[src/common/ebc_pkg.sv]
package ebc_pkg;
  // geometry of the external bus
  localparam int unsigned AREAS  = 8;
  localparam int unsigned ADDR_W = 24;
  localparam int unsigned WAIT_W = 3;
  localparam int unsigned BYTE_W = 8;
  localparam int unsigned LANE_W = 16;
  localparam int unsigned WORD_W = 32;
  // reset values of the configuration
  localparam logic [7:0]        THREE_ST_RST = 8'hFF; // all areas 3-state
  localparam logic [WAIT_W-1:0] WAIT_RST     = 3'h7;  // seven program waits
  localparam logic [7:0]        RD_ALT_RST   = 8'h00;
  localparam logic [7:0]        LITTLE_RST   = 8'h00; // big endian
  localparam logic [7:0]        MUX_RST      = 8'h00;
  localparam logic              PIN_EN_RST   = 1'b0;
  // half-state phases: first half high, second half low bus clock
  localparam logic PH_HIGH = 1'b0;
  localparam logic PH_LOW  = 1'b1;
  // access sizes and bus states
  typedef enum logic [1:0] {SZ_BYTE, SZ_WORD, SZ_LONG} ebc_size_t;
  typedef enum logic [2:0] {
    ST_IDLE, ST_T1, ST_T2, ST_TPW, ST_TTW, ST_T3
  } ebc_state_t;
endpackage

[src/common/ebc_piece_if.sv]
`timescale 1ns/1ns
`default_nettype none
// one access split into bus pieces: request side and plan side
interface ebc_piece_if;
  ebc_pkg::ebc_size_t size;
  logic               addr_odd;
  logic               little;
  logic [1:0]         piece;
  logic [31:0]        wdata;
  logic [1:0]         count;
  logic [1:0]         offset;
  logic               hi_en;
  logic               lo_en;
  logic [1:0]         hi_idx;
  logic [1:0]         lo_idx;
  logic [15:0]        bus_wdata;
  modport plan (input size, addr_odd, little, piece, wdata,
                output count, offset, hi_en, lo_en, hi_idx, lo_idx,
                bus_wdata);
  modport seq (output size, addr_odd, little, piece, wdata,
               input count, offset, hi_en, lo_en, hi_idx, lo_idx,
               bus_wdata);
endinterface // ebc_piece_if
`default_nettype wire

[src/core/ebc_piece_plan.sv]
`timescale 1ns/1ns
`default_nettype none
// splits one access into 16-bit bus pieces and places bytes on lanes
module ebc_piece_plan
(
  // plan port
  ebc_piece_if.plan pif
);
  // memory order runs low address first; endian picks value byte and lane
  always_comb
  begin
    logic [2:0] nb;
    logic [2:0] off;
    logic [2:0] total;
    logic [2:0] pos;
    logic [2:0] idx;
    logic       par;
    logic       to_hi;
    pos = 3'h0;
    idx = 3'h0;
    par = 1'b0;
    to_hi = 1'b0;
    nb = 3'h1;
    off = 3'h0;
    total = 3'h1;
    pif.count = 2'h1;
    case (pif.size)
      ebc_pkg::SZ_WORD:
      begin
        total = 3'h2;
        if (pif.addr_odd) // RL4 RL5
        begin
          pif.count = 2'h2;
          off = {2'h0, pif.piece[0]};
        end
        else
          nb = 3'h2;
      end
      ebc_pkg::SZ_LONG:
      begin
        total = 3'h4;
        if (pif.addr_odd) // RL4 RL5
        begin
          pif.count = 2'h3;
          nb = (pif.piece == 2'h1) ? 3'h2 : 3'h1;
          off = (pif.piece == 2'h0) ? 3'h0 :
                (pif.piece == 2'h1) ? 3'h1 : 3'h3;
        end
        else
        begin
          pif.count = 2'h2;
          nb = 3'h2;
          off = {pif.piece[0], 2'h0} >> 1;
        end
      end
      default:
      begin
        total = 3'h1;
      end
    endcase
    pif.offset = off[1:0];
    pif.hi_en = 1'b0;
    pif.lo_en = 1'b0;
    pif.hi_idx = 2'h0;
    pif.lo_idx = 2'h0;
    pif.bus_wdata = 16'h0000;
    for (int j = 0; j < 2; j++)
    begin
      pos = off + 3'(j);
      par = pif.addr_odd ^ pos[0];
      to_hi = pif.little ? par : !par; // RL2 RL3
      idx = pif.little ? pos : total - 3'h1 - pos;
      if (3'(j) < nb && to_hi) // RL1
      begin
        pif.hi_en = 1'b1;
        pif.hi_idx = idx[1:0];
        pif.bus_wdata[15:8] = pif.wdata[idx[1:0]*8 +: 8];
      end
      else if (3'(j) < nb)
      begin
        pif.lo_en = 1'b1;
        pif.lo_idx = idx[1:0];
        pif.bus_wdata[7:0] = pif.wdata[idx[1:0]*8 +: 8];
      end
    end
  end
endmodule // ebc_piece_plan
`default_nettype wire

[src/core/ebc_cycle_unit.sv]
`timescale 1ns/1ns
`default_nettype none
// What this block does
// RL1: sixteen-bit space uses both byte lanes, one byte or word per cycle
// RL2: big endian bytes: even address upper lane, odd address lower lane
// RL3: little endian bytes: even address lower lane, odd address upper lane
// RL4: big endian splitting of odd words and longwords, high part first
// RL5: little endian splitting of odd words and longwords, low part first
// RL6: two-state cycles never get any wait state
// RL7: three-state cycles insert zero to seven program waits after T2
// RL8: hold input honoured only in 3-state with both enables set
// RL9: hold sampled at last T2 or wait falling edge; low adds waits
// RL10: one pin wait enable serves every area
// RL11: reset gives 3-state, seven waits, hold input disabled
// RL12: eight per-area read strobe timing bits select the alternative
// RL13: dma acknowledge edge relation to read strobe follows timing bit; the code holds it for the whole access, ignoring the bit
// RL14: cycle start pulse at each cycle; address strobe while address valid
// RL15: read strobe on reads; direction signal shows data bus direction
// RL16: lane write strobes only for lanes carrying valid data
// RL17: eight active-low area selects, the accessed one asserted
// RL18: multiplexed areas use the shared pin only as address hold
// RL19: two states, or three with waits between second and third
// RL20: alternative timing negates read strobe half bus clock earlier
module ebc_cycle_unit
(
  // clock and reset
  input  wire logic                      ref_clk_i,
  input  wire logic                      srst_i,
  // internal access request
  input  wire logic                      req_i,
  input  wire logic                      req_write_i,
  input  wire ebc_pkg::ebc_size_t        req_size_i,
  input  wire logic [23:0]               req_addr_i,
  input  wire logic [2:0]                req_area_i,
  input  wire logic [31:0]               req_wdata_i,
  input  wire logic                      req_dma_i,
  output logic                           ready_o,
  output logic                           done_o,
  output logic [31:0]                    rdata_o,
  // configuration, taken on cfg_we_i
  input  wire logic                      cfg_we_i,
  input  wire logic [7:0]                area_state_config_i,
  input  wire logic [23:0]               wait_count_config_i,
  input  wire logic [7:0]                read_strobe_timing_config_i,
  input  wire logic [7:0]                endian_config_i,
  input  wire logic [7:0]                mux_select_i,
  input  wire logic                      pin_hold_enable_i,
  input  wire logic                      port_input_buffer_control_i,
  // external bus pins
  input  wire logic                      hold_req_n_i,
  input  wire logic [15:0]               data_i,
  output logic [15:0]                    data_o,
  output logic                           data_oe_o,
  output logic [23:0]                    addr_o,
  output logic                           cycle_begin_out_n_o,
  output logic                           address_valid_strobe_n_o,
  output logic                           address_hold_out_o,
  output logic                           rd_n_o,
  output logic                           rd_wr_o,
  output logic                           upper_lane_write_strobe_n_o,
  output logic                           lower_lane_write_strobe_n_o,
  output logic [7:0]                     area_select_outputs_n_o,
  output logic                           dma_acknowledge_n_o
);
  // configuration state
  logic [7:0]  three_q, three_d;
  logic [23:0] waits_q, waits_d;
  logic [7:0]  rdalt_q, rdalt_d;
  logic [7:0]  little_q, little_d;
  logic [7:0]  mux_q, mux_d;
  logic        pinen_q, pinen_d;
  logic        ibuf_q, ibuf_d;
  // pin synchronisers
  logic        hold_m_q, hold_s_q;
  logic [15:0] data_m_q, data_s_q;
  // sequencer state
  ebc_pkg::ebc_state_t st_q, st_d;
  logic        ph_q, ph_d;
  logic [2:0]  wleft_q, wleft_d;
  logic [1:0]  piece_q, piece_d;
  logic        wr_q, wr_d;
  logic        dma_q, dma_d;
  logic [2:0]  area_q, area_d;
  logic [23:0] base_q, base_d;
  logic [31:0] wdat_q, wdat_d;
  logic [31:0] rdat_q, rdat_d;
  ebc_pkg::ebc_size_t size_q, size_d;
  // registered pin and answer values
  logic        done_d, ready_d, oe_d, bs_d, as_d, ah_d, rd_d, rw_d;
  logic        uw_d, lw_d, dma_acknowledge_d;
  logic [15:0] dout_d;
  logic [23:0] addr_d;
  logic [7:0]  cs_d;
  // derived per-area settings
  logic        three_st, rd_alt, mux_area, pin_ok, last_state;
  logic [2:0]  area_wait;
  ebc_piece_if pif ();
  ebc_piece_plan u_plan (.pif(pif));
  assign pif.size = size_q;
  assign pif.addr_odd = base_q[0];
  assign pif.little = little_q[area_q];
  assign pif.piece = piece_q;
  assign pif.wdata = wdat_q;
  assign three_st = three_q[area_q];
  assign rd_alt = rdalt_q[area_q]; // RL12
  assign mux_area = mux_q[area_q];
  assign area_wait = waits_q[area_q*ebc_pkg::WAIT_W +: ebc_pkg::WAIT_W];
  // one global enable for all areas, gated with the port buffer bit
  assign pin_ok = three_st && pinen_q && ibuf_q; // RL8 RL10
  // config is loaded as a whole so a half-written area cannot be seen
  always_comb
  begin
    three_d = three_q;
    waits_d = waits_q;
    rdalt_d = rdalt_q;
    little_d = little_q;
    mux_d = mux_q;
    pinen_d = pinen_q;
    ibuf_d = ibuf_q;
    if (cfg_we_i)
    begin
      three_d = area_state_config_i;
      waits_d = wait_count_config_i;
      rdalt_d = read_strobe_timing_config_i;
      little_d = endian_config_i;
      mux_d = mux_select_i;
      pinen_d = pin_hold_enable_i;
      ibuf_d = port_input_buffer_control_i;
    end
  end
  // config registers with their reset defaults
  always_ff @(posedge ref_clk_i)
  begin
    if (srst_i)
    begin
      three_q <= ebc_pkg::THREE_ST_RST; // RL11
      waits_q <= {ebc_pkg::AREAS{ebc_pkg::WAIT_RST}}; // RL11
      rdalt_q <= ebc_pkg::RD_ALT_RST;
      little_q <= ebc_pkg::LITTLE_RST;
      mux_q <= ebc_pkg::MUX_RST;
      pinen_q <= ebc_pkg::PIN_EN_RST; // RL11
      ibuf_q <= ebc_pkg::PIN_EN_RST;
    end
    else
    begin
      three_q <= three_d;
      waits_q <= waits_d;
      rdalt_q <= rdalt_d;
      little_q <= little_d;
      mux_q <= mux_d;
      pinen_q <= pinen_d;
      ibuf_q <= ibuf_d;
    end
  end
  // two-flop synchronisers; read data lags the pin by two ref cycles
  always_ff @(posedge ref_clk_i)
  begin
    hold_m_q <= hold_req_n_i;
    hold_s_q <= hold_m_q;
    data_m_q <= data_i;
    data_s_q <= data_m_q;
  end
  // last bus state of the piece ends in its low half
  assign last_state = (st_q == ebc_pkg::ST_T3) ||
                      (st_q == ebc_pkg::ST_T2 && !three_st);
  // next sequencer state, read bytes and done; each bus state is two ref cycles
  always_comb
  begin
    st_d = st_q;
    ph_d = ph_q;
    wleft_d = wleft_q;
    piece_d = piece_q;
    wr_d = wr_q;
    dma_d = dma_q;
    area_d = area_q;
    base_d = base_q;
    wdat_d = wdat_q;
    rdat_d = rdat_q;
    size_d = size_q;
    done_d = 1'b0;
    if (st_q == ebc_pkg::ST_IDLE)
    begin
      if (req_i)
      begin
        st_d = ebc_pkg::ST_T1;
        ph_d = ebc_pkg::PH_HIGH;
        piece_d = 2'h0;
        wr_d = req_write_i;
        dma_d = req_dma_i;
        area_d = req_area_i;
        base_d = req_addr_i;
        wdat_d = req_wdata_i;
        size_d = req_size_i;
        rdat_d = 32'h0000_0000;
      end
    end
    else if (ph_q == ebc_pkg::PH_HIGH)
      ph_d = ebc_pkg::PH_LOW;
    else
    begin
      ph_d = ebc_pkg::PH_HIGH;
      case (st_q)
        ebc_pkg::ST_T1:
          st_d = ebc_pkg::ST_T2;
        ebc_pkg::ST_T2:
        begin
          wleft_d = area_wait;
          if (!three_st)
            st_d = ebc_pkg::ST_IDLE; // RL6 RL19
          else if (area_wait != 3'h0)
          begin
            st_d = ebc_pkg::ST_TPW; // RL7
            wleft_d = area_wait - 3'h1;
          end
          else if (pin_ok && !hold_s_q)
            st_d = ebc_pkg::ST_TTW; // RL9
          else
            st_d = ebc_pkg::ST_T3; // RL19
        end
        ebc_pkg::ST_TPW:
        begin
          if (wleft_q != 3'h0)
            wleft_d = wleft_q - 3'h1; // RL7
          else if (pin_ok && !hold_s_q)
            st_d = ebc_pkg::ST_TTW; // RL9
          else
            st_d = ebc_pkg::ST_T3;
        end
        ebc_pkg::ST_TTW:
        begin
          if (hold_s_q)
            st_d = ebc_pkg::ST_T3; // RL9
        end
        default:
          st_d = ebc_pkg::ST_IDLE;
      endcase
      if (last_state)
      begin
        // read bytes are taken at the end of the piece
        if (!wr_q && pif.hi_en)
          rdat_d[pif.hi_idx*8 +: 8] = data_s_q[15:8];
        if (!wr_q && pif.lo_en)
          rdat_d[pif.lo_idx*8 +: 8] = data_s_q[7:0];
        if (piece_q + 2'h1 < pif.count) // RL4 RL5
        begin
          st_d = ebc_pkg::ST_T1;
          piece_d = piece_q + 2'h1;
        end
        else
        begin
          st_d = ebc_pkg::ST_IDLE;
          done_d = 1'b1;
        end
      end
    end
  end
  // pin levels follow the state being entered so they leave flops
  always_comb
  begin
    logic act;
    logic fin;
    logic fin_low;
    act = (st_d != ebc_pkg::ST_IDLE) && (piece_d == piece_q ||
          st_d == ebc_pkg::ST_T1);
    fin = (st_d == ebc_pkg::ST_T3) ||
          (st_d == ebc_pkg::ST_T2 && !three_st);
    fin_low = fin && ph_d == ebc_pkg::PH_LOW;
    ready_d = (st_d == ebc_pkg::ST_IDLE);
    bs_d = act && st_d == ebc_pkg::ST_T1; // RL14
    // area_d, not area_q: the first half of T1 belongs to the new area
    as_d = act && !mux_q[area_d] && !fin_low &&
           !(st_d == ebc_pkg::ST_T1 && ph_d == ebc_pkg::PH_HIGH); // RL14
    ah_d = act && mux_q[area_d] && st_d == ebc_pkg::ST_T1; // RL18
    rd_d = act && !wr_d && !(st_d == ebc_pkg::ST_T1 &&
           ph_d == ebc_pkg::PH_HIGH) &&
           !(rd_alt && fin_low); // RL15 RL20
    rw_d = act ? !wr_d : 1'b1; // RL15
    uw_d = act && wr_d && pif.hi_en && st_d != ebc_pkg::ST_T1 &&
           !fin_low; // RL16
    lw_d = act && wr_d && pif.lo_en && st_d != ebc_pkg::ST_T1 &&
           !fin_low; // RL16
    oe_d = act && wr_d && !(st_d == ebc_pkg::ST_T1 &&
           ph_d == ebc_pkg::PH_HIGH);
    dout_d = pif.bus_wdata;
    addr_d = base_d + {22'h0, pif.offset};
    cs_d = act ? (8'h01 << area_d) : 8'h00; // RL17
    dma_acknowledge_d = act && dma_d; // RL13
  end
  // sequencer and pin registers
  always_ff @(posedge ref_clk_i)
  begin
    if (srst_i)
    begin
      st_q <= ebc_pkg::ST_IDLE;
      ph_q <= ebc_pkg::PH_HIGH;
      wleft_q <= 3'h0;
      piece_q <= 2'h0;
      wr_q <= 1'b0;
      dma_q <= 1'b0;
      area_q <= 3'h0;
      base_q <= 24'h00_0000;
      wdat_q <= 32'h0000_0000;
      rdat_q <= 32'h0000_0000;
      size_q <= ebc_pkg::SZ_BYTE;
      ready_o <= 1'b0;
      done_o <= 1'b0;
      rdata_o <= 32'h0000_0000;
      data_o <= 16'h0000;
      data_oe_o <= 1'b0;
      addr_o <= 24'h00_0000;
      cycle_begin_out_n_o <= 1'b1;
      address_valid_strobe_n_o <= 1'b1;
      address_hold_out_o <= 1'b0;
      rd_n_o <= 1'b1;
      rd_wr_o <= 1'b1;
      upper_lane_write_strobe_n_o <= 1'b1;
      lower_lane_write_strobe_n_o <= 1'b1;
      area_select_outputs_n_o <= 8'hFF;
      dma_acknowledge_n_o <= 1'b1;
    end
    else
    begin
      st_q <= st_d;
      ph_q <= ph_d;
      wleft_q <= wleft_d;
      piece_q <= piece_d;
      wr_q <= wr_d;
      dma_q <= dma_d;
      area_q <= area_d;
      base_q <= base_d;
      wdat_q <= wdat_d;
      rdat_q <= rdat_d;
      size_q <= size_d;
      ready_o <= ready_d;
      done_o <= done_d;
      rdata_o <= rdat_d;
      data_o <= dout_d;
      data_oe_o <= oe_d;
      addr_o <= addr_d;
      cycle_begin_out_n_o <= !bs_d;
      address_valid_strobe_n_o <= !as_d;
      address_hold_out_o <= ah_d;
      rd_n_o <= !rd_d;
      rd_wr_o <= rw_d;
      upper_lane_write_strobe_n_o <= !uw_d;
      lower_lane_write_strobe_n_o <= !lw_d;
      area_select_outputs_n_o <= ~cs_d;
      dma_acknowledge_n_o <= !dma_acknowledge_d;
    end
  end
endmodule // ebc_cycle_unit
`default_nettype wire

[config.mk]
export PLATFORM = sky130hd
export DESIGN_NAME = ebc_cycle_unit
export DESIGN_NICKNAME = d
export VERILOG_FILES = /design/src/common/ebc_pkg.sv /design/src/common/ebc_piece_if.sv /design/src/core/ebc_piece_plan.sv /design/src/core/ebc_cycle_unit.sv
export SDC_FILE = /design/constraint.sdc
export NUM_CORES = 1
export LEC_CHECK = 0
export BUFFER_PORTS_ARGS = -buffer_cell sky130_fd_sc_hd__clkbuf_2
export CORE_MARGIN = 3
export CORE_UTILIZATION = 40
export DETAILED_ROUTE_END_ITERATION = 8
export PLACE_DENSITY_LB_ADDON = 0.3
export SLEW_MARGIN = 40
export SYNTH_ARGS = -nofsm -noshare
export SYNTH_HDL_FRONTEND = slang
export SYNTH_SLANG_ARGS = --single-unit
export TNS_END_PERCENT = 30
[constraint.sdc]
create_clock -name ref_clk_i -period 13.6 [get_ports ref_clk_i]
set_clock_uncertainty 0.05 [all_clocks]
set_input_delay 4.08 -clock ref_clk_i [delete_from_list [all_inputs] [get_ports ref_clk_i]]
set_output_delay 4.08 -clock ref_clk_i [all_outputs]
set_load 0.02 [all_outputs]
== After elaboration in Yosys (flattened, before gate mapping) ==
Index checks and enable logic that the tools add are counted.

* Bits in registers: 255
* Output and inout port bits: 91
* Logic and storage cells: 234
* Input bits: 142

* Multipliers: 1
* Shifts and indexed selects: 8
* Magnitude comparators: 5
* Bitwise logic cells: 8
* Equality and inequality tests: 15
* Mux-type cells: 87
* Add/sub/neg operators: 10
* Reduce and logical (&&, ||, !) cells: 64

{| class="wikitable"
|+ Operators with widths
! operator !! number
|-
| $mux 32 || 9
|-
| $neg 5->34 || 2
|-
| $shift 8x34->32 const A || 2
|-
| $shiftx 8x34->32 || 2
|-
| $bwmux 32 || 2
|-
| $shiftx 32x6->8 || 2
|-
| $mux 8 || 7
|-
| $mux 24 || 2
|-
| $mux 3 || 14
|-
| $mux 2 || 19
|-
| $logic_and 1x1->1 || 31
|-
| $add 24x2->24 || 1
|-
| $mux 1 || 24
|-
| $shiftx 24x6->3 || 1
|-
| $logic_not 1->1 || 16
|-
| $bmux 1 s3 || 4
|-
| $pmux 2 s2 || 3
|-
| $pmux 3 s2 || 2
|-
| $pmux 3 s4 || 1
|-
| $eq 3x2->1 const B || 3
|-
| $eq 3x3->1 const B || 3
|-
| $reduce_bool 3->1 || 3
|-
| $lt 3x4->1 const B || 2
|-
| $not 8->8 || 1
|-
| other kinds (25) || 42
|}

== Logic depth before layout (Yosys ltp) ==
Gate-level depths: netlist of the first run.

* Depth in word-level cells: 23
* Gate-level depth with buffers: 17
* Gate-level depth less buffers: 17

== Cells and area by module ==
A second synthesis of the first run with hierarchy kept.

* Cells, all modules: 1,243
* Area total of the unflattened synthesis: 11,577.4 µm²

{| class="wikitable"
|+ Modules (own cells, without submodules)
! module !! instances !! sequential area each (µm²) !! cells an instance !! area an instance (µm²)
|-
| ebc_cycle_unit || 1 || 5,104.9 || 1,090 || 10,446.3
|-
| ebc_piece_plan || 1 || 0.0 || 153 || 1,131.1
|}

== Worst setup path before layout of the first run ==
No wires, ideal clock.

* Path kind: input to register
* Start: input req_i
* End: register addr_o[18]
* Data arrival time: 7,562 ps
* Library setup time: 128 ps
* Path buffers: 4
* Cell stages on the path: 15
* Setup slack: 5,861 ps
* Data required time: 13,422 ps
* Cell sequence: nor4b_4 > buf_2 > buf_2 > buf_2 > buf_1 > nand2_1 > o21ai_0 > ha_1 > inv_1 > fa_1 > nor2_1 > or4b_1 > nor3_1 > xor2_1 > nor2_1

* Word-level cells in the longest chain between the ends: 3

{| class="wikitable"
|+ RTL lines
! item !! RTL line !! RTL
|-
| from (decl) || ebc_cycle_unit.sv:30 || <nowiki>input wire logic req_i,</nowiki>
|-
| $mux 24 || ebc_cycle_unit.sv:183 || <nowiki>if (req_i)</nowiki>
|-
| $mux 24 || ebc_cycle_unit.sv:181 || <nowiki>if (st_q == ebc_pkg::ST_IDLE)</nowiki>
|-
| net base_d[0] || ebc_cycle_unit.sv:84 || <nowiki>logic [23:0] base_q, base_d;</nowiki>
|-
| $add 24x2->24 || ebc_cycle_unit.sv:285 || <nowiki>addr_d = base_d + {22'h0, pif.offset};</nowiki>
|-
| to (signal assigned) || ebc_cycle_unit.sv:339 || <nowiki>addr_o <= addr_d;</nowiki>
|-
| to (decl) || ebc_cycle_unit.sv:54 || <nowiki>output logic [23:0] addr_o,</nowiki>
|}

The timed path passes the listed nets, and every way through them passes these cells.
A chain may end at the register's enable or synchronous reset.

== Worst setup path after layout of the first run ==
* Start: input req_i
* End: register addr_o[23]

Same word-level chain as after synthesis.

==> results of run 1 <==
[area by class of cell]
| type | count | area [sq um] | area share (%) |
|---|---|---|---|
| flip-flops and latches | 255 | 5110 | 38.0 |
| inverters | 31 | 116 | 0.865 |
| clock buffers | 39 | 843 | 6.27 |
| multi-input cells | 800 | 5600 | 41.6 |
| well taps | 341 | 427 | 3.17 |
| clock inverters | 12 | 104 | 0.772 |
| repair buffers | 241 | 1250 | 9.33 |
[cells in the mapped netlist (2+ instances only)]
cell       number
dfxtp_1       255
nand2_1       158
mux2i_1       127
nor2_1        112
a21oi_1        60
clkbuf_1       44
inv_1          31
ha_1           24
nand3_1        22
o21ai_0        22
nor3b_1        19
a221oi_1       17
o22ai_1        17
a22oi_1        16
buf_1          16
xnor2_1        14
mux2_2         13
a211oi_1       12
mux4_2         12
xor2_1         12
nor3_1         11
nand4_1        10
a221o_1         9
o21a_1          9
nor2b_1         8
o2111ai_1       8
o22a_1          8
and2_1          6
or2_2           6
nand2b_1        5
nand3b_1        5
or3_1           5
a31oi_1         4
and3_1          4
buf_2           4
nand4b_1        3
nor4_1          3
o31ai_1         3
a2111oi_4       2
a21o_1          2
nor4b_1         2
nor4b_4         2
[kinds of logic (layout without fill, tap and decap cells)]
| group | Yosys count | in the layout | synth area share [%] |
|---|---|---|---|
| compound gates | 207 | 207 | 13.3 |
| flops | 255 | 255 | 46.2 |
| xor+xnor | 26 | 26 | 2.06 |
| buf+inv | 97 | 323 | 3.45 |
| mux | 153 | 153 | 15.5 |
| fa+ha+maj | 25 | 25 | 2.90 |
| simple gates | 389 | 389 | 16.6 |
[per-layer routing]
layer	vias up	track usage, %	wire, microns
met5	-	0	13
li1	4491	-	-
met4	2	4.89	663
met3	56	5.21	2360
met1	4336	25.0	12700
met2	281	31.7	13900
[power by group through the flow]
| stage | Combinational, W | Clock (W) | Sequential, W |
|---|---|---|---|
| floorplan | 0.000249 | 0 | 0.000858 |
| global placement | 0.000352 | 0 | 0.000859 |
| detailed placement | 0.000363 | 0 | 0.000860 |
| CTS | 0.000364 | 0.000779 | 0.000844 |
| global route | 0.000398 | 0.000812 | 0.000851 |
| finish | 0.000361 | 0.000758 | 0.000844 |
[final timing paths]
| check | startpoint | endpoint | slack [ps] | depth (start not counted) |
|---|---|---|---|---|
| max reg2reg | area_q[2] | rdat_q[22] | 8440 | 14 |
| min | data_m_q[0] | data_s_q[0] | 280 | 0 |
| min reg2reg | data_m_q[0] | data_s_q[0] | 280 | 0 |
| max | req_i | addr_o[23] | 6700 | 13 |
[flip-flops by register name (all words and copies together), names as in the netlist, 16 cells and up]
name	cells
data_o	16
addr_o	24
rdat_q	32
waits_q	24
data_m_q	16
pif.wdata	32
base_q	24
data_s_q	16
[layout by cell type (no fill, tap or decap), types with 9 or more instances in the layout]
cell,synthesis,routed
mux4_2,12,12
inv_1,31,31
clkbuf_2,0,230
a21oi_1,60,60
a22oi_1,16,16
a221o_1,9,9
nor3_1,11,10
a221oi_1,17,17
nand4_1,10,10
nor3b_1,19,18
o21a_1,9,9
dfxtp_1,255,253
nand3_1,22,22
mux2i_1,127,126
xor2_1,12,12
ha_1,24,24
clkbuf_16,0,29
nor2_1,112,110
a211oi_1,12,11
o21ai_0,22,22
mux2_2,13,13
xnor2_1,14,13
o22ai_1,17,17
nand2_1,158,158
[per-stage QoR]
stage | area [sq um] | total power [W] | worst slack [ps]
4_1_cts | 13500 | 0.00199 | 6680
3_3_place_gp | 12400 | 0.00121 | 6230
5_1_grt | 13500 | 0.00206 | 6390
3_5_place_dp | 12500 | 0.00122 | 6120
2_1_floorplan | 11000 | 0.00111 | 5860
6_report | 13500 | 0.00196 | 6700
[worst max-delay path: stages]
cell,delay [ps]
clkbuf_2,100
nor4b_4,230
buf_4,550
mux2i_1,420
inv_1,80
ha_1,280
a21oi_1,90
a21oi_1,170
nand4_1,210
a211oi_2,410
nor4b_1,360
xor2_1,180
nor2_1,50
==> flow_metrics.env, run 1 <==
export IMPL_status="completed"
export IMPL_dr_first_iter_drc_count=474
export IMPL_nFillCells=2574
export IMPL_sw_frac_of_total_pct=28.9
export IMPL_port_buffers=232
export IMPL_cts_tree="done"
export IMPL_die_width_microns=172
export IMPL_p_leak_nw=5.56
export IMPL_async_reset_ff_share_pct=0
export IMPL_ant_nets=0
export IMPL_track_usage_pct=19.2
export IMPL_cp_max_fo=45
export IMPL_ir_drop_v=0.0000956
export IMPL_fp_dieH_microns=172
export IMPL_drv_slew=0
export IMPL_ys_ff_latch=255
export IMPL_fin_crit_sh_pct=50.7
export IMPL_syn_inst=1152
export IMPL_min_path_type="reg2reg"
export IMPL_power_switching_w=0.000568
export IMPL_drv_cap=0
export IMPL_power_share_sequential_pct=43.0
export IMPL_grt_max_degree=71
export IMPL_grt_first_pass_wirelength_mm=46.1
export IMPL_syn_avg_cell_area_sq_um=9.58
export IMPL_nets=1524
export IMPL_wirelength_mm=29.6
export IMPL_hold_viol=0
export IMPL_viasPerCell=5.33
export IMPL_gp_congestion=0.859
export IMPL_rsz0062_at_grt="false"
export IMPL_wl_per_cell_microns=17.2
export IMPL_period_needed_ps=6900
export IMPL_hold_ws_ps=276
export IMPL_ctsResizeCount=0
export IMPL_vias=9166
export IMPL_post_cts_buffers=0
export IMPL_finalSetupViolations=0
export IMPL_grt_pass1_vias=8733
export IMPL_h_tree_depth=1
export IMPL_drc=0
export IMPL_synth_cell_types=72
export IMPL_drive_gt1_share_pct=25.2
export IMPL_netlist_area_sq_um=11000
export IMPL_ios=233
export IMPL_synth_warnings=0
export IMPL_cts_hold_buf=0
export IMPL_initial_core_util_pct=40.8
export IMPL_hpwl_mm=21.2
export IMPL_clock_latency_ps=540
export IMPL_yosysTopAreaCell="dfxtp_1"
export IMPL_cp_start_kind="input port"
export IMPL_clock_sinks=255
export IMPL_num_rows=60
export IMPL_dieArea_sq_um=29600
export IMPL_grt_ovfl_total=0
export IMPL_pwr_share_comb_pct=18.4
export IMPL_path_clk_slew_ps=60
export IMPL_antenna_cells=0
export IMPL_fin_tns_setup_ps=0
export IMPL_ys_seq_area_share_pct=46.2
export IMPL_coreArea_sq_um=27000
export IMPL_drt_pre_antenna_iters=5
export IMPL_synthFlopType="dfxtp_1"
export IMPL_power_frac_clock_pct=38.6
export IMPL_max_freq_ghz=0.145
export IMPL_root_buffer="clkbuf_16"
export IMPL_tightest_slew_ps=805
export IMPL_maxSlewHeadroom_pct=46.3
export IMPL_synth_top_area_share_pct=46.2
export IMPL_final_cells=1719
export IMPL_cts_buffers=28
export IMPL_worstSetupPathType="in2reg"
export IMPL_fin_util_pct=49.8
export IMPL_required_ps=13950
export IMPL_synth_nets=1319
export IMPL_clock_path_buffers=3
export IMPL_grt_antenna_before_repair=1
export IMPL_power_density_cell_area_nw_per_um2=146
export IMPL_dp_cells=1668
export IMPL_area_growth_pct=21.9
export IMPL_arrival_ps=7250
export IMPL_synth_edff_count=0
export IMPL_synthTopCellsByArea="dfxtp_1 46%, mux2i_1 12%, nand2_1 5.4%, nor2_1 3.8%, a21oi_1 2.7%"
export IMPL_p_int_w=0.00140
export IMPL_end_kind="register"
Power figures use the tool's default switching activity.
==> run 2: changes to the inputs <==
- clock period: 13.6 -> 5.7 ns (I/O delays scaled with it)
==> run 2 against run 1 <==
Sequential cell count is the same. Critical path depth grew 1. Worst setup slack worse by 5800 ps. Utilization up 0.39 points. Combinational power rose by 140%. Sequential power is 140% higher. Sequential share of layout area down 0.31 points. Via count decreased by 0.83%. Global-route usage about the same. Total power rose by 140%. Hold slack worse by 0.98 ps. First-iteration DRC count rose by 13%. Critical path type is now reg2reg. Largest cell class unchanged. Highest routed layer unchanged.
==> flow_metrics.env, run 2 (same netlist as run 1, synthesis figures left out) <==
export IMPL_status="completed"
export IMPL_grt_max_degree=91
export IMPL_required_ps=6070
export IMPL_fin_crit_sh_pct=84.6
export IMPL_final_cells=1729
export IMPL_drv_cap=0
export IMPL_startpoint="area_q[2]"
export IMPL_multi_input_area_sq_um=5590
export IMPL_drv_slew=0
export IMPL_critical_path_depth=14
export IMPL_power_density_cell_area_nw_per_um2=353
export IMPL_fin_tns_setup_ps=0
export IMPL_dr_first_iter_drc_count=534
export IMPL_nets=1532
export IMPL_ff2ff_setup_slack_ps=880
export IMPL_arrival_ps=5190
export IMPL_total_power_w=0.00478
export IMPL_ctsResizeCount=0
export IMPL_r2r_start="area_q[2]"
export IMPL_path_clk_slew_ps=60
export IMPL_cts_tree="done"
export IMPL_area_growth_pct=22.8
export IMPL_use_met3_pct=4.73
export IMPL_dp_cells=1676
export IMPL_final_area_sq_um=13600
export IMPL_nFillCells=2553
export IMPL_grt_pass1_vias=8723
export IMPL_slowest_delay_ps=620
export IMPL_reg2regPathDepth=14
export IMPL_num_rows=60
export IMPL_root_buffer="clkbuf_16"
export IMPL_crit_buf_inv=1
export IMPL_tightest_slew_ps=759
export IMPL_final_common_cell="dfxtp_1"
export IMPL_coreArea_sq_um=27000
export IMPL_cp_cell_sequence="mux4_2 > mux2i_4 > nand2_1 > mux2_2 > o22ai_1 > xnor2_2 > or2_2 > mux2i_1 > ha_1 > inv_1 > a2111oi_4 > o32ai_2 > o21a_1 > a221o_1"
export IMPL_max_freq_ghz=0.207
export IMPL_drt_pre_antenna_iters=5
export IMPL_mostFrequentLayoutCells="255 x dfxtp_1, 230 x clkbuf_2, 158 x nand2_1, 127 x mux2i_1, 110 x nor2_1"
export IMPL_endpoint="rdat_q[22]"
export IMPL_cts_buffers=28
export IMPL_wl_per_cell_microns=17.2
export IMPL_cp_max_fo=9
export IMPL_dieArea_sq_um=29600
export IMPL_wirelength_mm=29.7
export IMPL_end_kind="register"
export IMPL_pre_cts_ws_ps=913
export IMPL_grt_use_met1_pct=24.8
export IMPL_busiest_layer="met2"
export IMPL_grt_first_pass_wirelength_mm=45.9
export IMPL_h_tree_depth=1
export IMPL_register_area_sq_um=5100
export IMPL_cp_top_family="compound AO/OA/AOI/OAI gates"
export IMPL_maxSlewHeadroom_pct=49.1
export IMPL_gp_congestion=0.868
export IMPL_period_needed_ps=4820
export IMPL_drc=0
export IMPL_ant_nets=0
export IMPL_timing_rr_end="rdat_q[22]"
export IMPL_cp_start_kind="register"
export IMPL_die_width_microns=172
export IMPL_hold_viol=0
export IMPL_rsz0062_at_grt="false"
export IMPL_hpwl_mm=21.5
export IMPL_post_cts_buffers=0
export IMPL_grt_antenna_before_repair=2
export IMPL_port_buffers=232
export IMPL_clock_sinks=255
export IMPL_clock_latency_ps=550
export IMPL_finalSetupViolations=0
export IMPL_vias=9090
export IMPL_p_leak_nw=5.62
export IMPL_crit_slowest_cell="mux4_2"
export IMPL_grt_ovfl_total=0
export IMPL_initial_core_util_pct=40.8
export IMPL_ios=233
export IMPL_place_area_sq_um=12600
export IMPL_fp_dieH_microns=172
export IMPL_grt_util_met2_pct=32.0
export IMPL_viasPerCell=5.26
export IMPL_cts_hold_buf=0
export IMPL_fin_ws_ps=880
export IMPL_track_usage_pct=19.2
export IMPL_ir_drop_v=0.000223
export IMPL_hold_path_depth=0
export IMPL_worstSetupPathType="reg2reg"
export IMPL_min_path_type="reg2reg"
export IMPL_clock_path_buffers=3
export IMPL_drive_gt1_share_pct=25.4
-- run 2: cell count changes in the layout (fill, tap and decap cells not counted), moves of 2 or more --
cell / delta
buf_4: +8
clkbuf_8: -7
bufinv_16: +4
clkinv_2: +4
clkbuf_1: -2
clkinvlp_4: +2
dfxtp_1: +2
dfxtp_2: -2
diode_2: +2
-- run 2: layout make-up --
class                           count  area share [%]
Antenna cell                        2          0.0369
Clock buffer                       29            5.27
Clock inverter                     22            1.97
Inverter                           31           0.858
Multi-Input combinational cell    800            41.2
Sequential cell                   255            37.6
Tap cell                          341            3.15
Timing Repair Buffer              249            9.86
-- run 2: power breakdown --
group          leakage [nW]  internal [W]  switching, W
sequential             2.10       0.00191     0.0000943
clock                 0.474       0.00114      0.000755
combinational          3.05      0.000352      0.000527
-- run 2: per-stage QoR --
| step | utilization [%] | hold slack (ps) |
|---|---|---|
| final | 50.2 | 275 |
| after global routing | 50.2 | 282 |
| after CTS | 50.1 | 277 |
| after detailed placement | 46.5 | 262 |
| after global placement | 46.2 | 261 |
| after floorplan | - | 260 |
-- run 2: worst min path at each step --
| stage | start | end | slack [ps] |
|---|---|---|---|
| after floorplan | data_m_q[0] | data_s_q[0] | 260 |
| final | data_m_q[7] | data_s_q[7] | 270 |
| after global routing | data_m_q[0] | data_s_q[0] | 280 |
| after global placement | data_m_q[9] | data_s_q[9] | 260 |
| after detailed placement | data_m_q[0] | data_s_q[0] | 260 |
| after CTS | data_m_q[7] | data_s_q[7] | 280 |
-- run 2: per-layer routing --
| layer | vias to the layer above | part of all wire [%] | routed length, microns |
|---|---|---|---|
| met5 | - | 0.067 | 20 |
| met4 | 2 | 2.6 | 764 |
| met3 | 49 | 7.0 | 2090 |
| met2 | 266 | 47 | 13800 |
| met1 | 4272 | 44 | 13000 |
| li1 | 4501 | - | - |
==> run 3: changes to the inputs <==
- ABC_AREA: default -> 1
- clock period: 5.7 -> 4.6 ns (I/O delays scaled with it)
==> run 3 against run 2 <==
Global-route usage is 0.58 points higher. Design area is 6.9% higher. Final cell count is 34% higher. Critical endpoint is now rdat_q[18]. Largest cell class unchanged. Highest routed layer unchanged. First-iteration DRC count is 46% higher. Sequential share of layout area is 2.4 points lower. Worst setup slack better by 43 ps. Sequential power is 21% higher. Utilization is 1.4 points lower.
==> flow_metrics.env, run 3 <==
export IMPL_track_usage_pct=19.7
export IMPL_synth_cell_types=47
export IMPL_synth_warnings=0
export IMPL_slowest_delay_ps=550
export IMPL_period_needed_ps=3680
export IMPL_sw_frac_of_total_pct=31.9
export IMPL_antenna_cells=0
export IMPL_synth_top_area_share_pct=42.2
export IMPL_maxSlewHeadroom_pct=54.9
export IMPL_yosysTopAreaCell="dfxtp_1"
export IMPL_worstSetupPathType="reg2reg"
export IMPL_p_int_w=0.00441
export IMPL_pwr_share_comb_pct=23.2
export IMPL_path_clk_slew_ps=60
export IMPL_tightest_slew_ps=676
export IMPL_grt_first_pass_wirelength_mm=54.0
export IMPL_area_growth_pct=19.9
export IMPL_rsz0062_at_grt="false"
export IMPL_fp_dieH_microns=180
export IMPL_power_share_sequential_pct=37.7
export IMPL_mostFrequentLayoutCells="408 x nand2_1, 255 x dfxtp_1, 240 x nor2_1, 231 x clkbuf_2, 180 x a21oi_1"
export IMPL_hold_viol=0
export IMPL_drv_slew=0
export IMPL_cp_max_fo=9
export IMPL_coreArea_sq_um=29700
export IMPL_syn_inst=1716
export IMPL_initial_core_util_pct=40.7
export IMPL_drive_gt1_share_pct=19.0
export IMPL_wl_per_cell_microns=14.5
export IMPL_required_ps=5010
export IMPL_nets=2075
export IMPL_arrival_ps=4090
export IMPL_die_width_microns=180
export IMPL_synthTopCellsByArea="dfxtp_1 42%, nand2_1 13%, a21oi_1 7.5%, nor2_1 7.5%, o21ai_0 4.8%"
export IMPL_nFillCells=2955
export IMPL_fin_ws_ps=923
export IMPL_power_density_cell_area_nw_per_um2=447
export IMPL_final_common_cell="nand2_1"
export IMPL_viasPerCell=4.99
export IMPL_power_frac_clock_pct=39.1
export IMPL_grt_ovfl_total=0
export IMPL_clock_sinks=255
export IMPL_fin_tns_setup_ps=0
export IMPL_root_buffer="clkbuf_16"
export IMPL_ios=233
export IMPL_dr_first_iter_drc_count=778
export IMPL_ant_nets=0
export IMPL_ir_drop_v=0.000364
export IMPL_yosysMostFrequentCell="nand2_1"
export IMPL_cp_start_kind="register"
export IMPL_final_area_sq_um=14500
export IMPL_p_leak_nw=6.74
export IMPL_drc=0
export IMPL_drv_cap=0
export IMPL_h_tree_depth=1
export IMPL_power_switching_w=0.00206
export IMPL_async_reset_ff_share_pct=0
export IMPL_dieArea_sq_um=32300
export IMPL_synth_nets=1883
export IMPL_grt_antenna_before_repair=1
export IMPL_cts_tree="done"
export IMPL_end_kind="register"
export IMPL_cts_buffers=28
export IMPL_cts_hold_buf=0
export IMPL_clock_latency_ps=540
export IMPL_fin_crit_sh_pct=79.9
export IMPL_gp_congestion=0.895
export IMPL_ctsResizeCount=0
export IMPL_synth_edff_count=0
export IMPL_syn_avg_cell_area_sq_um=7.04
export IMPL_cp_cell_sequence="inv_1 > nand3_2 > nand2_4 > nand2_2 > nand2_4 > nor2_1 > clkinv_1 > o22ai_1 > inv_1 > ha_1 > inv_1 > nand2_1 > nor2_1 > nand2_1 > a21oi_1 > nand2_1 > a21oi_1"
export IMPL_min_path_type="reg2reg"
export IMPL_num_rows=63
export IMPL_crit_slowest_cell="dfxtp_1"
export IMPL_place_area_sq_um=13400
export IMPL_netlist_area_sq_um=12100
export IMPL_status="completed"
export IMPL_post_cts_buffers=0
export IMPL_wirelength_mm=33.5
export IMPL_drt_pre_antenna_iters=5
export IMPL_grt_pass1_vias=10700
export IMPL_synthFlopType="dfxtp_1"
export IMPL_hpwl_mm=24.0
export IMPL_port_buffers=232
export IMPL_vias=11600
export IMPL_max_freq_ghz=0.272
export IMPL_pre_cts_ws_ps=763
export IMPL_finalSetupViolations=0
export IMPL_ys_ff_latch=255
export IMPL_grt_max_degree=64
export IMPL_synth_common_cells="409 x nand2_1, 255 x dfxtp_1, 240 x nor2_1"
export IMPL_clock_path_buffers=3
export IMPL_ys_seq_area_share_pct=42.2
-- run 3: cell types whose count changed in the layout (fill, tap and decap cells not counted), moves of 13 or more --
cell,change
o21ai_0,+95
nand3_1,+83
mux2i_1,-126
a21oi_1,+120
mux2_2,-13
a221oi_1,-15
o21ai_1,+17
nor3b_1,-19
inv_1,+114
nand2_1,+250
a22oi_1,-16
nor2_1,+130
-- run 3: worst paths after layout --
kind          startpoint  cells past startpoint  slack (ps)           to
max reg2reg    area_q[2]                     17         920   rdat_q[18]
max            area_q[2]                     17         920   rdat_q[18]
min          data_m_q[4]                      0         270  data_s_q[4]
min reg2reg  data_m_q[4]                      0         270  data_s_q[4]
-- run 3: logic make-up after synthesis --
group / count (synthesis) / synth area share, %
DFF: 255 / 42.2
adders and majority gates: 25 / 2.65
xor gates and xnor gates: 8 / 0.642
and+or+nand+nor: 824 / 30.1
AOI/OAI and AO/OA: 360 / 15.8
muxes: 1 / 0.0828
buffers and inverters: 243 / 8.48
-- run 3: layout make-up --
cell class              count  area (sq um)  area share, %
multi-input cells        1218          5970           41.2
flip-flops and latches    255          5100           35.2
repair buffers            245          1260           8.70
clock buffers              32           767           5.29
inverters                 160           606           4.18
well taps                 390           488           3.37
clock inverters            20           298           2.06
-- run 3: critical path: cells and delay by family (launching register included) --
kind,cells,cell delay [ps]
AND/OR/NAND/NOR,9,1150
buffers and inverters,4,870
AO/OA/AOI/OAI,3,740
flip-flops,1,550
adder cells (fa/ha/maj),1,240
-- run 3: power groups by stage --
stage / Sequential, W / Combinational, W / Clock (W)
floorplan: 0.00253 / 0.00108 / 0
global placement: 0.00249 / 0.00147 / 0
detailed placement: 0.00249 / 0.00149 / 0
CTS: 0.00244 / 0.00150 / 0.00260
global route: 0.00246 / 0.00168 / 0.00269
finish: 0.00244 / 0.00150 / 0.00253
-- run 3: through the flow --
stage	total power (W)	hold WS, ps	std cells	util [%]
after detailed placement	0.00398	263	2268	45.2
after CTS	0.00654	277	2320	48.8
final	0.00647	275	2320	48.8
after floorplan	0.00362	260	1716	-
after global routing	0.00683	281	2320	48.8
after global placement	0.00396	264	2268	45.2
-- run 3: per-layer routing --
metal  up-vias  global-route usage, %  routed length (microns)  part of all wire, %
met3        51                   3.86                     2120                  6.3
met2       379                   32.7                    15500                   46
met5         -                      0                       11                0.033
li1       5913                      -                        -                    -
met1      5227                   26.3                    15100                   45
met4         2                   5.69                      905                  2.7
